--- src/line_feed_voltage_regs_consts.svh ---
// register indices, reset values, field positions and scale steps
`ifndef LINE_FEED_VOLTAGE_REGS_CONSTS_SVH
`define LINE_FEED_VOLTAGE_REGS_CONSTS_SVH

// register indices; byte address is four times the index
`define IDX_LOOP_STATUS   8'h40
`define IDX_MANUAL_CTRL   8'h43
`define IDX_ONHOOK_LINE   8'h48
`define IDX_COMMON_MODE   8'h49
`define IDX_HIGH_BATTERY  8'h4A
`define IDX_LOW_BATTERY   8'h4B
`define IDX_POWER_POINTER 8'h4C
`define IDX_POWER_OUTPUT  8'h4D

// reset values
`define RST_MANUAL_CTRL   8'h00
`define RST_ONHOOK_LINE   8'h20
`define RST_COMMON_MODE   8'h02
`define RST_HIGH_BATTERY  8'h32
`define RST_LOW_BATTERY   8'h10
`define RST_POWER_POINTER 8'h00

// writable bit masks; every other bit is reserved
`define MASK_MANUAL_CTRL  8'h60
`define MASK_ONHOOK_LINE  8'h7F
`define MASK_CODE6        8'h3F
`define MASK_POINTER      8'h07

// field positions
`define BIT_ONHOOK_POL    6
`define BIT_MANUAL_CM     6
`define BIT_MANUAL_DIF    5
`define BIT_ORDER_FAULT   0
`define BIT_SEL_UNDEF     1

// scale steps
`define VOLT_STEP_MV      17'h005DC
`define PWR_STEP_COARSE_UW 23'h0076C0
`define PWR_STEP_FINE_UW  23'h000E24
`define SEL_LAST_VALID    3'h5

`endif

--- src/line_feed_voltage_pkg.sv ---
// types shared by the linefeed voltage register bank
package line_feed_voltage_pkg;

	// six external line transistors, one power sample each
	typedef logic [5:0][7:0] power_bank_t;

	// scale that applies to the monitored power value
	typedef enum logic [1:0] {
		scale_none,
		scale_coarse,
		scale_fine
	} power_scale_e;

	// settings handed to the analog loop control
	typedef struct packed {
		logic       onhook_polarity;
		logic [5:0] onhook_voltage_code;
		logic [5:0] common_mode_code;
		logic [5:0] high_supply_code;
		logic [5:0] low_supply_code;
		logic       manual_differential;
		logic       manual_common_mode;
	} linefeed_ctrl_s;

endpackage

--- src/line_feed_voltage_regs.sv ---
// apb register bank for linefeed voltage settings and line power monitor
//
// Behaviour
// - Bit 6 of the on-hook register sets polarity, 0 tip-minus-ring positive, 1 negative.
// - The on-hook code is a 0 to 94.5 V magnitude in 1.5 V steps, reset 48 V.
// - The common mode code drives tip forward or ring reverse, 0 to -94.5 V, reset -3 V.
// - The high supply code sets high battery, 0 to -94.5 V in 1.5 V steps.
// - The low supply code sets low battery, 0 to -94.5 V in 1.5 V steps.
// - Select codes 0 to 5 pick transistors one to six; 6 and 7 are undefined.
// - The read-only power value shows the selected transistor's power, zero meaning none.
// - Transistors one, two, five and six scale at 30.4 mW per step to 7.8 W.
// - Transistors three and four scale at 3.62 mW per step to 0.9 W.
// - Manual differential makes the loop voltage follow the on-hook code.
// - Manual common mode makes tip or ring follow the common mode code.
`timescale 1ns/1ns
`include "line_feed_voltage_regs_consts.svh"

module line_feed_voltage_regs
	import line_feed_voltage_pkg::*;
#(
	parameter int ADDR_W = 12
) (
	input  wire logic              pclk,
	input  wire logic              presetn,
	input  wire logic              psel,
	input  wire logic              penable,
	input  wire logic              pwrite,
	input  wire logic [ADDR_W-1:0] paddr,
	input  wire logic [31:0]       pwdata,
	output logic      [31:0]       prdata,
	output logic                   pready,
	output logic                   pslverr,
	input  wire power_bank_t       transistor_power,
	output linefeed_ctrl_s         ctrl,
	output logic      [16:0]       onhook_mv,
	output logic      [16:0]       common_mode_mv,
	output logic      [16:0]       high_supply_mv,
	output logic      [16:0]       low_supply_mv,
	output logic      [22:0]       power_uw,
	output power_scale_e           power_scale,
	output logic                   supply_order_fault
);

	// code to millivolts, shared by all four voltage codes
	// 17 bits cover the top code, 63 steps of 1500 mV
	function automatic logic [16:0] code_to_mv(input logic [5:0] code);
		logic [16:0] wide;
		wide = {11'h000, code};
		return 17'(wide * `VOLT_STEP_MV);
	endfunction

	// index match on a word-aligned byte address
	function automatic logic idx_hit(input logic [ADDR_W-1:0] addr,
		input logic [7:0] idx);
		logic [ADDR_W+5:0] want;
		want = {{(ADDR_W-4){1'b0}}, idx, 2'b00};
		return {6'h00, addr} == want;
	endfunction

	// scale chosen by the transistor index
	// undefined codes get no scale rather than a guess
	function automatic power_scale_e sel_scale(input logic [2:0] sel);
		power_scale_e s;
		s = scale_none;
		case (sel)
			3'h0, 3'h1, 3'h4, 3'h5: begin
				s = scale_coarse;
			end
			3'h2, 3'h3: begin
				s = scale_fine;
			end
			default: begin
				s = scale_none;
			end
		endcase
		return s;
	endfunction

	// software registers
	// eight bits each so a read needs no padding
	logic [7:0] manual_ctrl_r;
	logic [7:0] onhook_line_r;
	logic [7:0] common_mode_r;
	logic [7:0] high_battery_r;
	logic [7:0] low_battery_r;
	logic [7:0] power_pointer_r;
	logic [7:0] power_output_r;
	logic [7:0] power_output_nxt;

	// pin samples through three stages
	// the analog side moves on its own timing
	power_bank_t power_s1_r;
	power_bank_t power_s2_r;
	power_bank_t power_s3_r;
	power_bank_t power_held_r;

	// bus outputs and derived values
	// every data output leaves through a flop
	logic [31:0]  prdata_r;
	logic [16:0]  onhook_mv_r;
	logic [16:0]  common_mode_mv_r;
	logic [16:0]  high_supply_mv_r;
	logic [16:0]  low_supply_mv_r;
	logic [22:0]  power_uw_r;
	logic [22:0]  power_uw_nxt;
	power_scale_e power_scale_r;
	logic         order_fault_r;

	// address decode
	// low address bits must be zero, so misaligned accesses miss
	wire hit_status  = idx_hit(paddr, `IDX_LOOP_STATUS);
	wire hit_manual  = idx_hit(paddr, `IDX_MANUAL_CTRL);
	wire hit_onhook  = idx_hit(paddr, `IDX_ONHOOK_LINE);
	wire hit_common  = idx_hit(paddr, `IDX_COMMON_MODE);
	wire hit_high    = idx_hit(paddr, `IDX_HIGH_BATTERY);
	wire hit_low     = idx_hit(paddr, `IDX_LOW_BATTERY);
	wire hit_pointer = idx_hit(paddr, `IDX_POWER_POINTER);
	wire hit_output  = idx_hit(paddr, `IDX_POWER_OUTPUT);
	wire hit_any     = hit_status | hit_manual | hit_onhook | hit_common
		| hit_high | hit_low | hit_pointer | hit_output;

	// phase strobes; zero wait states so access always completes
	// only the low byte carries data; upper write bits are dropped
	wire setup_phase  = psel & ~penable;
	wire access_phase = psel & penable;
	wire wr_strobe    = access_phase & pwrite & hit_any;
	wire [7:0] wbyte  = pwdata[7:0];

	// unmapped accesses finish with an error; read-only writes are dropped
	// pready is tied high, so no access ever stalls the bus
	assign pready  = 1'b1;
	assign pslverr = access_phase & ~hit_any;
	assign prdata  = prdata_r;

	// transistor select and the undefined codes
	// codes past the last transistor read zero, never a stale sample
	wire [2:0] sel_code  = power_pointer_r[2:0];
	wire       sel_undef = sel_code > `SEL_LAST_VALID;
	wire [7:0] sel_power = sel_undef ? 8'h00 : power_held_r[sel_code];

	// status byte shows block state, reserved bits zero
	// bit 1 warns software that its select code is undefined
	wire [7:0] status_byte = {6'h00, sel_undef, order_fault_r};

	// read mux; narrow data in low bits, upper bits zero
	// masks again on read so a reserved bit can never leak
	wire [7:0] rd_byte =
		hit_status  ? status_byte :
		hit_manual  ? (manual_ctrl_r & `MASK_MANUAL_CTRL) :
		hit_onhook  ? (onhook_line_r & `MASK_ONHOOK_LINE) :
		hit_common  ? (common_mode_r & `MASK_CODE6) :
		hit_high    ? (high_battery_r & `MASK_CODE6) :
		hit_low     ? (low_battery_r & `MASK_CODE6) :
		hit_pointer ? (power_pointer_r & `MASK_POINTER) :
		hit_output  ? power_output_r : 8'h00;

	// read data captured in setup, stable through the access phase
	// keeps prdata off the decode path during the access cycle
	always_ff @(posedge pclk or negedge presetn) begin
		if (!presetn) begin
			prdata_r <= 32'h00000000;
		end else if (setup_phase && !pwrite) begin
			// unmapped reads capture zero from the mux default
			prdata_r <= {24'h000000, rd_byte};
		end
	end

	// writable registers; masks drop reserved bits at the write
	// status and power output have no entry here, so writes to them drop
	always_ff @(posedge pclk or negedge presetn) begin
		if (!presetn) begin
			manual_ctrl_r   <= `RST_MANUAL_CTRL;
			onhook_line_r   <= `RST_ONHOOK_LINE;
			common_mode_r   <= `RST_COMMON_MODE;
			high_battery_r  <= `RST_HIGH_BATTERY;
			low_battery_r   <= `RST_LOW_BATTERY;
			power_pointer_r <= `RST_POWER_POINTER;
		end else if (wr_strobe) begin
			// hit_any gates the strobe, so unmapped writes never get here
			if (hit_manual) begin
				manual_ctrl_r <= wbyte & `MASK_MANUAL_CTRL;
			end
			if (hit_onhook) begin
				onhook_line_r <= wbyte & `MASK_ONHOOK_LINE;
			end
			if (hit_common) begin
				common_mode_r <= wbyte & `MASK_CODE6;
			end
			if (hit_high) begin
				high_battery_r <= wbyte & `MASK_CODE6;
			end
			if (hit_low) begin
				low_battery_r <= wbyte & `MASK_CODE6;
			end
			if (hit_pointer) begin
				power_pointer_r <= wbyte & `MASK_POINTER;
			end
		end
	end

	// analog power samples: three stages, accept once stages two and three agree
	// so a word caught mid-change is never shown
	always_ff @(posedge pclk or negedge presetn) begin
		if (!presetn) begin
			power_s1_r <= '0;
			power_s2_r <= '0;
			power_s3_r <= '0;
		end else begin
			power_s1_r <= transistor_power;
			power_s2_r <= power_s1_r;
			power_s3_r <= power_s2_r;
		end
	end

	// held sample updates only on a settled word
	// a mismatch between stages two and three keeps the previous word
	always_ff @(posedge pclk or negedge presetn) begin
		if (!presetn) begin
			power_held_r <= '0;
		end else if (power_s2_r == power_s3_r) begin
			power_held_r <= power_s3_r;
		end
	end

	// monitored value and its scale in microwatts
	// no freeze on read; power_uw trails the value by one cycle
	assign power_output_nxt = sel_power;
	// 255 times the coarse step still fits in 23 bits
	always_comb begin
		power_uw_nxt = 23'h000000;
		case (sel_scale(sel_code))
			scale_coarse: begin
				power_uw_nxt = 23'({15'h0000, power_output_r} * `PWR_STEP_COARSE_UW);
			end
			scale_fine: begin
				power_uw_nxt = 23'({15'h0000, power_output_r} * `PWR_STEP_FINE_UW);
			end
			default: begin
				power_uw_nxt = 23'h000000;
			end
		endcase
	end

	// realtime monitor register follows the selection every cycle
	// a select change shows one cycle after the pointer write
	always_ff @(posedge pclk or negedge presetn) begin
		if (!presetn) begin
			power_output_r <= 8'h00;
			power_uw_r     <= 23'h000000;
			power_scale_r  <= scale_none;
		end else begin
			power_output_r <= power_output_nxt;
			power_uw_r     <= power_uw_nxt;
			power_scale_r  <= sel_scale(sel_code);
		end
	end

	// voltage codes in millivolts for the loop control; sign set by the loop
	// one cycle behind the register, which the slow loop tolerates
	always_ff @(posedge pclk or negedge presetn) begin
		if (!presetn) begin
			onhook_mv_r      <= 17'h00000;
			common_mode_mv_r <= 17'h00000;
			high_supply_mv_r <= 17'h00000;
			low_supply_mv_r  <= 17'h00000;
		end else begin
			onhook_mv_r      <= code_to_mv(onhook_line_r[5:0]);
			common_mode_mv_r <= code_to_mv(common_mode_r[5:0]);
			high_supply_mv_r <= code_to_mv(high_battery_r[5:0]);
			low_supply_mv_r  <= code_to_mv(low_battery_r[5:0]);
		end
	end

	// ordering is not enforced, only flagged; loop behaviour stays undefined
	// the flag trails the codes by one cycle
	always_ff @(posedge pclk or negedge presetn) begin
		if (!presetn) begin
			order_fault_r <= 1'b0;
		end else begin
			order_fault_r <= high_battery_r[5:0] < low_battery_r[5:0];
		end
	end

	// settings straight from the registers
	// no extra flop, so the loop sees a write at the very next cycle
	assign ctrl.onhook_polarity     = onhook_line_r[`BIT_ONHOOK_POL];
	assign ctrl.onhook_voltage_code = onhook_line_r[5:0];
	assign ctrl.common_mode_code    = common_mode_r[5:0];
	assign ctrl.high_supply_code    = high_battery_r[5:0];
	assign ctrl.low_supply_code     = low_battery_r[5:0];
	assign ctrl.manual_differential = manual_ctrl_r[`BIT_MANUAL_DIF];
	assign ctrl.manual_common_mode  = manual_ctrl_r[`BIT_MANUAL_CM];

	// remaining outputs
	// all of these already leave through flops
	assign onhook_mv          = onhook_mv_r;
	assign common_mode_mv     = common_mode_mv_r;
	assign high_supply_mv     = high_supply_mv_r;
	assign low_supply_mv      = low_supply_mv_r;
	assign power_uw           = power_uw_r;
	assign power_scale        = power_scale_r;
	assign supply_order_fault = order_fault_r;

endmodule

--- config.mk ---
export PLATFORM = sky130hd
export DESIGN_NAME = line_feed_voltage_regs
export DESIGN_NICKNAME = d
export VERILOG_FILES = /design/src/line_feed_voltage_pkg.sv /design/src/line_feed_voltage_regs.sv
export VERILOG_INCLUDE_DIRS = /design/src
export SDC_FILE = /design/constraint.sdc
export NUM_CORES = 1
export LEC_CHECK = 0
export BUFFER_PORTS_ARGS = -buffer_cell sky130_fd_sc_hd__buf_2
export CORE_ASPECT_RATIO = 0.7
export CORE_MARGIN = 1
export CORE_UTILIZATION = 43
export CTS_CLUSTER_DIAMETER = 40
export DETAILED_ROUTE_END_ITERATION = 10
export PLACE_DENSITY_LB_ADDON = 0.05
export SYNTH_ARGS = -nofsm -noshare
export SYNTH_HDL_FRONTEND = slang
export SYNTH_SLANG_ARGS = --single-unit
--- constraint.sdc ---
create_clock -name pclk -period 12.05 [get_ports pclk]
set_input_delay 1.205 -clock pclk [delete_from_list [all_inputs] [get_ports pclk]]
set_output_delay 1.205 -clock pclk [all_outputs]
set_load 0.1 [all_outputs]
Word-level counts from Yosys, hierarchy flattened
Cells that the tools add are included.
{"block": "word_totals", "input_bits": 97, "wordCells": 102, "output_inout_bits": 155, "reg_bits": 324}
{"block": "classes", "reduce_logical": 11, "magnitude_cmp": 3, "n_eq_ne": 16, "mul": 6, "bitwise": 14, "mux": 13}
{"operator": "$eq 12x9->1 const B", "n": 8}
{"operator": "$mux 8", "n": 10}
{"operator": "$mul 6x9->15 const B", "n": 4}
{"operator": "$eq 48x48->1", "n": 1}
{"operator": "$pmux 23 s2", "n": 1}
{"operator": "$bmux 8 s3", "n": 1}
{"operator": "$mul 8x10->18 const B", "n": 1}
{"operator": "$mul 8x9->17 const B", "n": 1}
{"operator": "$reduce_and 2->1", "n": 6}
{"operator": "$or 1x1->1", "n": 7}
{"operator": "$eq 3x2->1 const B", "n": 2}
{"operator": "$eq 3x3->1 const B", "n": 2}
{"operator": "$lt 6x6->1", "n": 1}
{"operator": "$and 1x1->1", "n": 5}
{"operator": "$lt 3x4->1 const B", "n": 1}
{"operator": "$pmux 2 s2", "n": 1}
{"operator": "$reduce_or 4->1", "n": 1}
{"operator": "$eq 3x1->1 const B", "n": 1}
{"operator": "$gt 3x3->1 const B", "n": 1}
{"operator": "$logic_not 3->1", "n": 1}
{"operator": "$eq 2x1->1 const B", "n": 1}
{"operator": "$eq 2x2->1 const B", "n": 1}
{"operator": "$not 1->1", "n": 2}
{"operator": "$reduce_or 2->1", "n": 1}
{"operator": "2 further kinds", "n": 2}

Logic depth before layout (Yosys ltp)
Gate-level depths: netlist (run 1).
{"block": "depth", "word_depth": 10, "depth_mapped": 15, "mapped_depth_nobuf": 15}

Worst setup path before layout (run 1)
Ideal clock, no wire load.
{"block": "synth_timing", "path_type": "reg-to-reg", "start": "register high_battery_r[0]", "end": "register high_supply_mv_r[15] (netlist: high_supply_mv[15])", "path_stages_with_launch": 14, "arrival_time_ns": 4.366, "path_slack_ns": 7.597, "required_time_ns": 11.963, "cell_sequence": "dfrtp_1 > inv_1 > fa_1 > inv_1 > fa_1 > inv_1 > fa_1 > inv_1 > ha_1 > a21oi_1 > o21ai_0 > or4_1 > a2111o_1 > o211ai_1"}
{"block": "synth_via", "elab_chain_cells": 1}
{"item": "from (decl)", "line_no": "line_feed_voltage_regs.sv:84", "source": "logic [7:0] high_battery_r;"}
{"item": "from (signal assigned)", "line_no": "line_feed_voltage_regs.sv:175", "source": "high_battery_r <= `RST_HIGH_BATTERY;"}
{"item": "from (signal assigned)", "line_no": "line_feed_voltage_regs.sv:190", "source": "high_battery_r <= wbyte & `MASK_CODE6;"}
{"item": "$mul 6x9->15 (no source line)"}
{"item": "to (signal assigned)", "line_no": "line_feed_voltage_regs.sv:269", "source": "high_supply_mv_r <= code_to_mv(high_battery_r[5:0]);"}
{"item": "to (decl)", "line_no": "line_feed_voltage_regs.sv:102", "source": "logic [16:0] high_supply_mv_r;"}
No other way between the ends.
A chain may end at the register's enable or synchronous reset.

Final worst setup path (run 1)
{"block": "layout_timing", "start": "register power_output_r[6]", "end": "register power_uw_r[19] (netlist: power_uw[19])"}
{"block": "layout_via", "elab_chain_cells": 2, "word_cells_on_any_way": 3, "cone_classes": "mul: 2; mux: 1"}
{"item": "from (decl)", "line_no": "line_feed_voltage_regs.sv:87", "source": "logic [7:0] power_output_r;"}
{"item": "from (signal assigned)", "line_no": "line_feed_voltage_regs.sv:252", "source": "power_output_r <= power_output_nxt;"}
{"item": "$mul 8x10->18 (no source line) / $mul 8x9->17 (equally long branches)"}
{"item": "$pmux 23 s2 *", "line_no": "line_feed_voltage_regs.sv:231", "source": "case (sel_scale(sel_code))"}
{"item": "via power_uw_nxt[19]", "line_no": "line_feed_voltage_regs.sv:105", "source": "logic [22:0] power_uw_nxt;"}
{"item": "to (signal assigned)", "line_no": "line_feed_voltage_regs.sv:253", "source": "power_uw_r <= power_uw_nxt;"}
{"item": "to (decl)", "line_no": "line_feed_voltage_regs.sv:104", "source": "logic [22:0] power_uw_r;"}
The timed path passes the listed nets; every way through them passes the cells marked *.

==> summary by stage, run 1 <==
Setup path
Walking the worst path, the cells encountered are ha_1 > inv_1 > fa_1 > inv_1 > fa_1 > inv_1 > fa_1 > inv_1 > ha_1 > or3_1 > o211a_1 > o31a_1 > o21a_1 > o32ai_1. The cell with the biggest individual delay on the critical path is sky130_fd_sc_hd__dfrtp_1. The count of cells along the worst register-to-register path is 14. The worst setup path is of the reg2reg kind.

The maximum fanout along the worst path is 9. The family of cells with the greatest summed delay on the critical path is adder cells. The critical path endpoint category is a flop. The arrival time reported for the critical path endpoint is 5190 ps. The kind of start point of the critical path is a flop. The worst path required time is 12470 ps. The worst register-to-register path ends at power_uw[19]$_DFF_PN0_. The most frequent cell on the critical path is sky130_fd_sc_hd__inv_1. For this run, the slowest stage of the critical path takes 610 ps. Setup slack on the worst reg-to-reg path comes out at 7280 ps. The critical path contains buffers and inverters numbering 4 combined.

The startpoint of the most critical register-to-register path is power_output_r[6]$_DFF_PN0_.

Routing
After detailed routing, the number of remaining DRC violations is 0. The number of vias in the routed layout is 11.4k. The routed wire length is 42600 um. The count of nets left with antenna violations once routing finished came out at 0. After detailed routing, the number of vias per cell comes to 4.95. The first detailed-routing pass took 5 iterations. The number of DRC markers after the initial detailed-route iteration is 571. The routed wire length per instance is 18.6 um.

Floorplanning
The initial utilization of the core area, before any placement, comes to 43.7%. After floorplanning, the core was sized to cover 41000 um2. The initialized floorplan defines 62 standard-cell rows. The die covers 42600 um2. 252 I/O pins were placed. The die is 173 um tall. In this run the horizontal extent of the chip is 246 um.

Power
The part of the total power dissipated in the clock network is 48.0%. The worst vdd rail ir drop is 0.105 mV. The switching portion of total power is 26.1%. The power density relative to cell area is 122 nW/um2. The sequential share of power is 44.6%. The net switching power of the design is 0.662 mW. The cell-internal power is 1.87 mW.

The share of power burned in combinational logic is 7.4%. The analysis attributes to cell leakage a power of 10.8 nW.

Hold path
The startpoint identified for the worst hold timing path is power_s1_r[12]$_DFF_PN0_. The worst hold path passes through 0 cells. The worst hold path terminates at power_s2_r[12]$_DFF_PN0_. The path type of the worst min-delay path is reg2reg.

CTS
The number of setup buffers added after CTS is 0. The number of hold buffers added after CTS was 0. The insertion delay of the later-clocked pin in the worst-skew pair is 530 ps.

The clock transition time at the flip-flop clock pins of the worst setup and hold paths is 60 ps. In this run, CTS created clock tree buffers numbering 42. The library cell used as clock root buffer is sky130_fd_sc_hd__clkbuf_16. The count of H-tree levels built during CTS is 2.

The TritonCTS clock tree is done. The clock drives 322 sinks. The clock passes through at most 3 buffers. The number of gates given a new drive strength after cts is 0.

Place
The placer's final routability congestion estimate is 0.894. Buffers placed on the I/O ports in this run total 191. The wire-length estimate of the detail-placed layout is 33200 um.

Run
The max-cap check violation count is 0.

STA
The slew at the pin closest to its max-slew limit is 1080 ps. The upper clock frequency limit is 210 MHz. The total count of hold-check failures in the final report was 0. The total count of max-transition violations in the final report is 0. Setup violations remaining at the end of the flow were counted as 0. Setup repair after global routing left no endpoint under its margin. Summed over all failing endpoints, the final setup total negative slack is 0 ps.

The post-route fraction of the period consumed by the critical path is 39.6%. The clock period could shrink to 4770 ps. The worst-case clock skew is 14.3 ps. Measured against its own limit, the worst slew margin works out to 27.6%.

Synthesis
The top-area cell type share of the netlist area is 44.1%. In this run, synthesis produced a sequential element count of 322. The synthesized netlist occupies a cell area of 17900 um2.

The fraction of synthesis flops using an asynchronous set or reset pin is 100%. By area the synthesized netlist is led by sky130_fd_sc_hd__dfrtp_1 (44%), sky130_fd_sc_hd__ha_1 (13%), sky130_fd_sc_hd__fa_1 (10%). For this run, the leading register cell type out of synthesis is sky130_fd_sc_hd__dfrtp_1. After synthesis, the mean cell area works out to 12.0 um2.

In the synthesized netlist, the number of instances is 1497. The number of synthesis warnings is 0. The number of synthesized flops with an enable pin is 0. The number of distinct library cells after synthesis is 73. Of the synthesized area, sequential elements account for 45.0%. By count the netlist is led by sky130_fd_sc_hd__dfrtp_1 (316), sky130_fd_sc_hd__inv_1 (217), sky130_fd_sc_hd__ha_1 (193). The leading cell type by number of instances after synthesis is sky130_fd_sc_hd__dfrtp_1.

The cell taking the most area after synthesis is sky130_fd_sc_hd__dfrtp_1.

Cells and area
The final-stage net count is 2098. The area growth from synthesis to layout is 15.6%. The post-layout utilization of the core is 50.6%.

The post-route netlist has 20.8% of its cells at a drive strength greater than 1. Fill cells in the final layout number 3731.

Global routing
In the global route stage, overall resource usage came out at 20.5%. Entering global routing, the biggest net connects 119 pins. The total overflow left after global routing is 0. The via count of the first global-routing pass came to 11.4k. The initial antenna violation count is 3.

The first global-routing pass estimated 66700 um of wire.

Run status
The flow ran to the end, and the final reports show no timing, DRC or antenna violations.
[per-stage QoR]
stage	hold WS, ps	instances	instance area, um2	total power, mW	worst slack, ps
after floorplan	331	1530	18100	1.29	7600
after global placement	334	2214	19400	1.34	7320
after detailed placement	335	2214	19400	1.34	7340
after CTS	345	2291	20700	2.58	7280
after global routing	352	2291	20700	2.64	7060
final	340	2295	20700	2.54	7280
[state kept, by name (all words and copies together) (netlist names)]
register and flops:
power_held_r 48, power_s1_r 48, power_s2_r 48, power_s3_r 48, power_uw 21, common_mode_mv 15, high_supply_mv 15, low_supply_mv 15
onhook_mv 15, power_output_r 8, prdata 8, onhook_line_r 7, common_mode_r 6, high_battery_r 6, low_battery_r 6, power_pointer_r 3
manual_ctrl_r 2, power_scale 2, supply_order_fault 1
[final cells by class]
cell class                      count  area (um2)  area share (%)
Multi-Input combinational cell    935        8800            42.4
Sequential cell                   322        8070            38.9
Clock buffer                       49        1130            5.44
Timing Repair Buffer              195         996            4.80
Inverter                          218         821            3.96
Tap cell                          544         681            3.28
Clock inverter                     28         250            1.21
Antenna cell                        4        10.0          0.0482
[worst register-to-register path: stages (launching register included)]
cell and delay (ps):
sky130_fd_sc_hd__dfrtp_1 610, sky130_fd_sc_hd__ha_1 570, sky130_fd_sc_hd__inv_1 100, sky130_fd_sc_hd__fa_1 540, sky130_fd_sc_hd__inv_1 50, sky130_fd_sc_hd__fa_1 530
sky130_fd_sc_hd__inv_1 50, sky130_fd_sc_hd__fa_1 530, sky130_fd_sc_hd__inv_1 50, sky130_fd_sc_hd__ha_1 210, sky130_fd_sc_hd__or3_1 400, sky130_fd_sc_hd__o211a_1 270
sky130_fd_sc_hd__o31a_1 300, sky130_fd_sc_hd__o21a_1 180, sky130_fd_sc_hd__o32ai_1 270
[how the worst max path moves through the flow]
stage / slack, ps / from / end / cells after the start
after floorplan: 7600 / high_battery_r[0]$_DFFE_PN0P_ / high_supply_mv[15]$_DFF_PN0_ / 13
after global placement: 7320 / power_output_r[6]$_DFF_PN0_ / power_uw[19]$_DFF_PN0_ / 14
after detailed placement: 7340 / power_output_r[6]$_DFF_PN0_ / power_uw[19]$_DFF_PN0_ / 14
after CTS: 7280 / power_output_r[6]$_DFF_PN0_ / power_uw[19]$_DFF_PN0_ / 14
after global routing: 7060 / power_output_r[6]$_DFF_PN0_ / power_uw[19]$_DFF_PN0_ / 14
final: 7280 / power_output_r[6]$_DFF_PN0_ / power_uw[19]$_DFF_PN0_ / 14
[logic make-up after synthesis]
logic type                 Yosys count  share of synthesized area, %
xor gates and xnor gates           100                          4.88
DFF                                322                          45.0
AOI/OAI and AO/OA                  200                          7.00
adders and majority gates          287                          23.9
and+or+nand+nor                    227                          6.63
other                                2                        0.0419
buffers and inverters              273                          6.74
muxes                               86                          5.82
[routing by layer]
metal | vias to the layer above | wire length (um) | GRT usage, %
met5 | - | 0 | 0
met4 | 0 | 629 | 4.14
met3 | 45 | 2320 | 3.91
met2 | 258 | 17300 | 27.8
met1 | 5641 | 22300 | 33.4
li1 | 5425 | - | -
[power by group through the flow]
stage               sequential [mW]  combinational, mW  clock (mW)
floorplan                      1.19             0.0985           0
global placement               1.15              0.190           0
detailed placement             1.15              0.190           0
CTS                            1.13              0.191        1.26
global route                   1.13              0.202        1.30
finish                         1.13              0.188        1.22
[cell usage in the layout (no fill, tap or decap), types with 10 or more instances in the layout]
master	n
sky130_fd_sc_hd__nand2b_1	18
sky130_fd_sc_hd__fa_1	94
sky130_fd_sc_hd__ha_1	193
sky130_fd_sc_hd__o21ai_0	59
sky130_fd_sc_hd__nand2_1	56
sky130_fd_sc_hd__nor3_1	27
sky130_fd_sc_hd__a21o_1	16
sky130_fd_sc_hd__buf_2	190
sky130_fd_sc_hd__inv_1	217
sky130_fd_sc_hd__conb_1	35
sky130_fd_sc_hd__clkbuf_16	43
sky130_fd_sc_hd__xor2_1	14
sky130_fd_sc_hd__xnor2_1	86
sky130_fd_sc_hd__dfrtp_1	316
sky130_fd_sc_hd__mux2_2	66
sky130_fd_sc_hd__mux2i_1	12
sky130_fd_sc_hd__nand3_1	10
sky130_fd_sc_hd__o22ai_1	13
sky130_fd_sc_hd__nand4_1	20
sky130_fd_sc_hd__o21a_1	10
sky130_fd_sc_hd__nor2_1	51
sky130_fd_sc_hd__a21oi_1	46
Power figures use the tool's default switching activity.
==> run 2: changes to the inputs <==
==> constraint.sdc (replaced) <==
create_clock -name pclk -period 3.9 [get_ports pclk]
set_input_delay 0.39 -clock pclk [delete_from_list [all_inputs] [get_ports pclk]]
set_output_delay 0.39 -clock pclk [all_outputs]
set_load 0.1 [all_outputs]
==> summary by stage, run 2 (synthesis gave the netlist of run 1 again) <==
CTS
The number of buffers created by CTS is 43 (was 42). The TritonCTS sink count was 322 (unchanged). The library cell used as clock root buffer is sky130_fd_sc_hd__clkbuf_16 (unchanged). The TritonCTS clock tree is done (unchanged). The clock transition time at the flip-flop clock pins of the worst setup and hold paths is 60 ps (about the same). The buffer levels on the longest clock path came to 3 (unchanged). The count of H-tree levels built during CTS came to 2 (unchanged). The insertion delay of the later-clocked pin in the worst-skew pair is 560 ps (was 530 ps).

STA
The slew at the pin closest to its max-slew limit is 948 ps (was 1080 ps). The total count of max-transition violations in the final report is 0 (unchanged). The post-route fraction of the period consumed by the critical path is 101% (was 39.6%). Unrepaired setup endpoints after global routing: true (was false).

The worst-case clock skew came to 29.8 ps (was 14.3 ps). The upper clock frequency limit was 253 MHz (was 210 MHz). The number of endpoints failing setup at the final stage is 2 (was 0). The relative max-transition margin is 36.7% (was 27.6%). The final critical path time including I/O delays and setup is 3950 ps (was 4770 ps). The setup slack after layout is -51.4 ps (was 7280 ps).

The total negative slack for setup checks came to -94.7 ps (was 0 ps). The total count of hold-check failures in the final report was 0 (unchanged).

Setup path
The worst stage delay on the critical path is 500 ps (was 610 ps). The maximum fanout along the worst path came to 5 (was 9). The start-to-end type of the worst setup path is reg2reg (unchanged). Crit-path cells: ha_4 > fa_1 > fa_1 > inv_1 > fa_1 > inv_1 > ha_2 > or3_4 > o211a_1 > o31a_1 > o21a_1 > o32ai_2 (was ha_1 > inv_1 > fa_1 > inv_1 > fa_1 > inv_1 > fa_1 > inv_1 > ha_1 > or3_1 > o211a_1 > o31a_1 > o21a_1 > o32ai_1). The most frequent cell on the critical path is sky130_fd_sc_hd__fa_1 (was sky130_fd_sc_hd__inv_1).

The arrival time reported for the critical path endpoint was 4400 ps (was 5190 ps). The critical path endpoint category is a flop (unchanged). The kind of start point of the critical path is a flop (unchanged).

The cell with the biggest individual delay on the critical path is sky130_fd_sc_hd__fa_1 (was sky130_fd_sc_hd__dfrtp_1). The worst path required time is 4340 ps (was 12470 ps).

Floorplanning
The initial core utilization is 43.7% (unchanged). The number of placement rows was 62 (unchanged). The full die area was 42600 um2 (unchanged).

The number of primary I/O pins is 252 (unchanged). The chip width is 246 um (unchanged). The area inside the core boundary is 41000 um2 (unchanged). The die boundary height is 173 um (unchanged).

Place
The HPWL reported at the end of detailed placement is 32700 um (was 33200 um). The worst setup timing slack at the placement stage is -114 ps (was 7340 ps). The placer's final routability congestion estimate is 0.882 (was 0.894). The number of input and output port buffers inserted was 191 (unchanged).

Global routing
The global-route total usage across every layer is 20.6% (was 20.5%). The total grt overflow came to 0 (unchanged). The via count of the first global-routing pass is 12.2k (was 11.4k).

The largest net degree at the start of global routing is 100 (was 119). The initial antenna violation count came to 2 (was 3). The wire length of the first global-routing pass is 67900 um (was 66700 um).

Routing
The routed wire length per instance is 17.3 um (was 18.6 um). The via density per instance is 4.86 (was 4.95). The DRC violation count after routing was 0 (unchanged).

The number of vias in the routed layout is 12.0k (was 11.4k). The routed wire length is 42800 um (was 42600 um). The number of DRC markers after the initial detailed-route iteration is 581 (was 571).

The first-pass detailed-route iteration total came to 5 (unchanged). The number of routed nets with antenna violations is 0 (unchanged).

Cells and area
Commonest cells after routing, fill and taps aside: sky130_fd_sc_hd__dfrtp_1 (292), sky130_fd_sc_hd__inv_1 (196), sky130_fd_sc_hd__buf_2 (190), sky130_fd_sc_hd__ha_1 (173), sky130_fd_sc_hd__buf_4 (131) (was sky130_fd_sc_hd__dfrtp_1 (316), sky130_fd_sc_hd__inv_1 (217), sky130_fd_sc_hd__ha_1 (193), sky130_fd_sc_hd__buf_2 (190), sky130_fd_sc_hd__fa_1 (94)). The layout cell share with drive strength beyond 1 is 31.0% (was 20.8%). The most common library cell in the layout ignoring fill and taps was sky130_fd_sc_hd__dfrtp_1 (unchanged). The final-stage net count was 2278 (was 2098). The area added between synthesis and finish came to 27.4% (was 15.6%).

Run status
Outcome: complete, but fails checks (was completed). The checks that failed: setup timing.

Power
The power density relative to cell area is 354 nW/um2 (was 122 nW/um2). The total leakage power was 11.6 nW (was 10.8 nW). The worst vdd rail ir drop is 0.263 mV (was 0.105 mV).

Hold path
The path type of the worst min-delay path is in2reg (was reg2reg).

Run
The max-cap check violation count is 0 (unchanged).
run 2: worst paths after layout:
path	startpoint	slack, ps	end	cells past startpoint
max	power_output_r[7]$_DFF_PN0_	-50	power_uw[19]$_DFF_PN0_	12
min	pwdata[6]	90	onhook_line_r[6]$_DFFE_PN0P_	2
max reg2reg	power_output_r[7]$_DFF_PN0_	-50	power_uw[19]$_DFF_PN0_	12
min reg2reg	power_s1_r[14]$_DFF_PN0_	340	power_s2_r[14]$_DFF_PN0_	0
max in group asynchronous	presetn	2490	power_s3_r[44]$_DFF_PN0_	3
min in group asynchronous	presetn	450	high_supply_mv[10]$_DFF_PN0_	2
run 2: power by group:
group | total [mW] | switching (mW) | internal [mW]
clock network | 3.96 | 1.60 | 2.36
registers | 3.49 | 0.0527 | 3.44
logic | 0.638 | 0.479 | 0.159
total | 8.09 | 2.13 | 5.96
run 2: final cells by class:
| type | count | area, um2 |
|---|---|---|
| antenna | 1 | 2.50 |
| clock buffer | 46 | 1100 |
| clock inverter | 33 | 367 |
| fill | 3536 | 18200 |
| inverter | 218 | 826 |
| multi-input combinational | 935 | 9250 |
| sequential | 322 | 8140 |
| tap | 544 | 681 |
| timing repair buffer | 374 | 2500 |
run 2: through the flow:
stage	total power [mW]	utilization (%)	std cells	area, um2	hold slack, ps
2_1_floorplan	3.98	-	1530	18300	94.4
3_3_place_gp	4.15	49.7	2319	20400	335
3_5_place_dp	4.15	49.7	2319	20400	335
4_1_cts	8.21	55.0	2464	22600	62.9
5_1_grt	8.42	55.7	2472	22900	83.3
6_report	8.09	55.7	2473	22900	88.5
run 2: timing repair:
action | in CTS | in global routing
setup buffers | 17 | 8
hold endpoints to repair | 136 | 0
pin swaps | 45 | 35
setup endpoints to repair | 9 | 16
resized for setup | 25 | 46
hold buffers | 49 | 0
run 2: critical path: cells and delay by family (launching register included):
kind | cells | cell delay (ps)
buffers and inverters | 2 | 90
flip-flops | 1 | 470
AO/OA/AOI/OAI | 4 | 940
adder cells (fa/ha/maj) | 5 | 1930
AND/OR/NAND/NOR | 1 | 390
run 2: per-layer routing:
metal / routed length [um] / part of all wire [%] / up-vias / GRT usage (%)
li1: - / - / 5792 / -
met1: 22100 / 52 / 5893 / 33.0
met2: 17800 / 41 / 269 / 28.1
met3: 2290 / 5.4 / 55 / 4.16
met4: 678 / 1.6 / 2 / 4.45
met5: 12 / 0.028 / - / 0
==> run 3: changes to the inputs <==
--- a/config.mk
+++ b/config.mk
@@ -10,9 +10,11 @@
 export CORE_ASPECT_RATIO = 0.7
 export CORE_MARGIN = 1
 export CORE_UTILIZATION = 43
+export CTS_BUF_LIST = sky130_fd_sc_hd__clkbuf_4 sky130_fd_sc_hd__clkbuf_8
 export CTS_CLUSTER_DIAMETER = 40
 export DETAILED_ROUTE_END_ITERATION = 10
 export PLACE_DENSITY_LB_ADDON = 0.05
+export REMOVE_ABC_BUFFERS = 1
 export SYNTH_ARGS = -nofsm -noshare
 export SYNTH_HDL_FRONTEND = slang
 export SYNTH_SLANG_ARGS = --single-unit
==> summary by stage, run 3 (synthesis gave the netlist of run 1 again) <==
Run status
Outcome: complete, but fails checks (unchanged). Violations in the final reports: setup timing (unchanged).

CTS
The TritonCTS sink count came to 322 (unchanged). The insertion delay of the later-clocked pin in the worst-skew pair is 620 ps (was 560 ps). The clock transition time at the flip-flop clock pins of the worst setup and hold paths is 70 ps (was 60 ps).

The TritonCTS clock tree is done (unchanged). The count of H-tree levels built during CTS came to 2 (unchanged). The number of buffers created by CTS was 54 (was 43). The buffer levels on the longest clock path is 3 (unchanged). The library cell used as clock root buffer is sky130_fd_sc_hd__clkbuf_8 (was sky130_fd_sc_hd__clkbuf_16).

Routing
The via density per instance came to 4.89 (was 4.86). The number of DRC markers after the initial detailed-route iteration is 721 (was 581). The DRC violation count after routing is 0 (unchanged). The first-pass detailed-route iteration total was 5 (unchanged). The routed wire length is 45900 um (was 42800 um).

The routed wire length per instance is 18.5 um (was 17.3 um). The number of vias in the routed layout is 12.1k (was 12.0k). The number of routed nets with antenna violations is 0 (unchanged).

Cells and area
Commonest cells after routing, fill and taps aside: sky130_fd_sc_hd__dfrtp_1 (308), sky130_fd_sc_hd__inv_1 (203), sky130_fd_sc_hd__buf_2 (190), sky130_fd_sc_hd__ha_1 (177), sky130_fd_sc_hd__buf_4 (117) (was sky130_fd_sc_hd__dfrtp_1 (292), sky130_fd_sc_hd__inv_1 (196), sky130_fd_sc_hd__buf_2 (190), sky130_fd_sc_hd__ha_1 (173), sky130_fd_sc_hd__buf_4 (131)). The number of filler cells placed in the layout is 3676 (was 3536). The post-layout utilization of the core is 54.6% (was 55.7%). The non-filler instance count after layout is 2481 (was 2473).

The multi-input logic area is 9170 um2 (was 9250 um2). The final-stage net count is 2276 (was 2278). The area added between synthesis and finish came to 24.8% (was 27.4%). The most common library cell in the layout ignoring fill and taps is sky130_fd_sc_hd__dfrtp_1 (unchanged). The number of inserted diodes was 0 (was 1). The flip-flop and latch area is 8080 um2 (was 8140 um2). The layout cell share with drive strength beyond 1 is 29.8% (was 31.0%).

Setup path
The kind of start point of the critical path is a flop (unchanged). The slack of the worst reg-to-reg path is -160 ps (was -50 ps). The worst path required time is 4400 ps (was 4340 ps). The worst setup path startpoint is power_output_r[3]$_DFF_PN0_ (was power_output_r[7]$_DFF_PN0_). The start-to-end type of the worst setup path is reg2reg (unchanged). The arrival time reported for the critical path endpoint is 4560 ps (was 4400 ps). The reg-to-reg critical path endpoint is power_uw[19]$_DFF_PN0_ (unchanged).

The startpoint of the most critical register-to-register path is power_output_r[3]$_DFF_PN0_ (was power_output_r[7]$_DFF_PN0_). The capturing element of the worst setup path is power_uw[19]$_DFF_PN0_ (unchanged). The count of cells along the worst register-to-register path was 13 (was 12). The critical path endpoint category is a flop (unchanged). The maximum fanout along the worst path is 4 (was 5).

Place
The placer's final routability congestion estimate is 0.884 (was 0.882). The number of input and output port buffers inserted is 191 (unchanged). The HPWL reported at the end of detailed placement was 35200 um (was 32700 um). The worst setup timing slack at the placement stage is -345 ps (was -114 ps). The number of cells in the design after placement is 2320 (was 2319).

Floorplanning
The number of primary I/O pins is 252 (unchanged). The chip width was 246 um (unchanged). The full die area is 42600 um2 (unchanged).

The initial core utilization came to 43.7% (unchanged). The number of placement rows is 62 (unchanged). The area inside the core boundary is 41000 um2 (unchanged). The die boundary height is 173 um (unchanged).

Global routing
The wire length of the first global-routing pass is 70300 um (was 67900 um). The initial antenna violation count came to 0 (was 2). The via count of the first global-routing pass is 12.5k (was 12.2k). The global-route total usage across every layer is 21.6% (was 20.6%). The largest net degree at the start of global routing is 102 (was 100). The total grt overflow is 0 (unchanged).

STA
The post-route fraction of the period consumed by the critical path is 104% (was 101%). Unrepaired setup endpoints after global routing: true (unchanged). The final critical path time including I/O delays and setup came to 4060 ps (was 3950 ps).

The number of endpoints failing setup at the final stage is 3 (was 2). The worst-case clock skew is 22.1 ps (was 29.8 ps). The setup slack after layout was -162 ps (was -51.4 ps). The total count of max-transition violations in the final report is 0 (unchanged). The total negative slack for setup checks was -332 ps (was -94.7 ps). The total count of hold-check failures in the final report is 0 (unchanged).

The slew at the pin closest to its max-slew limit is 1100 ps (was 948 ps). The upper clock frequency limit is 246 MHz (was 253 MHz). The relative max-transition margin is 26.6% (was 36.7%).

Power
The total leakage power came to 11.5 nW (was 11.6 nW). The worst vdd rail ir drop is 0.229 mV (was 0.263 mV). The power density relative to cell area is 336 nW/um2 (was 354 nW/um2). The total power consumption of the routed design came to 7.53 mW (was 8.09 mW).

Hold path
The path type of the worst min-delay path is in2reg (unchanged). The depth of the worst hold-timing path was 3 (was 2).

Run
The max-cap check violation count is 0 (unchanged).
[run 3: repair_timing]
item	4_1_cts	5_1_grt
pin swaps	15	43
hold buffers	50	0
resized for setup	23	66
cloned	0	0
endpoints found under the hold margin	141	0
setup endpoints to repair	9	14
setup buffers	2	9
[run 3: per-stage QoR]
| step | instance area [um2] | hold slack (ps) |
|---|---|---|
| finish | 22400 | 89.8 |
| global route | 22400 | 81.5 |
| CTS | 22100 | 30.7 |
| detailed placement | 20200 | 335 |
| global placement | 20200 | 333 |
| floorplan | 17700 | 94.4 |
[run 3: layout make-up]
type	count	area share (%)
Inverter	218	3.66
Sequential cell	322	36.1
Timing Repair Buffer	361	10.7
Clock buffer	85	4.80
Clock inverter	16	0.849
Tap cell	544	3.04
Multi-Input combinational cell	935	40.9
[run 3: where the power goes]
part | total, mW | internal (mW) | switching, mW
clock | 3.39 | 1.97 | 1.43
combinational | 0.646 | 0.158 | 0.488
sequential | 3.49 | 3.44 | 0.0533
[run 3: critical path, cell delays in order (launching register included)]
cell	delay, ps
sky130_fd_sc_hd__dfrtp_2	440
sky130_fd_sc_hd__inv_2	70
sky130_fd_sc_hd__fa_2	520
sky130_fd_sc_hd__fa_1	590
sky130_fd_sc_hd__inv_2	50
sky130_fd_sc_hd__fa_1	540
sky130_fd_sc_hd__inv_2	40
sky130_fd_sc_hd__fa_1	480
sky130_fd_sc_hd__inv_2	50
sky130_fd_sc_hd__ha_4	250
sky130_fd_sc_hd__o211a_1	160
sky130_fd_sc_hd__o31a_1	280
sky130_fd_sc_hd__o21a_1	190
sky130_fd_sc_hd__o32ai_2	290
[run 3: per-layer routing]
layer  vias to the layer above  wire, um  GRT usage (%)
li1                       5783         -              -
met1                      6036     23800           34.7
met2                       271     19000           29.6
met3                        44      2470           4.50
met4                         0       675           4.61
met5                         -         0              0
[run 3: worst min path at each step]
stage | startpoint | slack (ps) | endpoint
after global routing | pwdata[4] | 80 | low_battery_r[4]$_DFFE_PN1P_
final | pwdata[4] | 90 | low_battery_r[4]$_DFFE_PN1P_
after CTS | pwdata[4] | 30 | low_battery_r[4]$_DFFE_PN1P_
after global placement | power_s1_r[14]$_DFF_PN0_ | 330 | power_s2_r[14]$_DFF_PN0_
after detailed placement | power_s1_r[21]$_DFF_PN0_ | 330 | power_s2_r[21]$_DFF_PN0_
after floorplan | presetn | 90 | common_mode_mv[10]$_DFF_PN0_
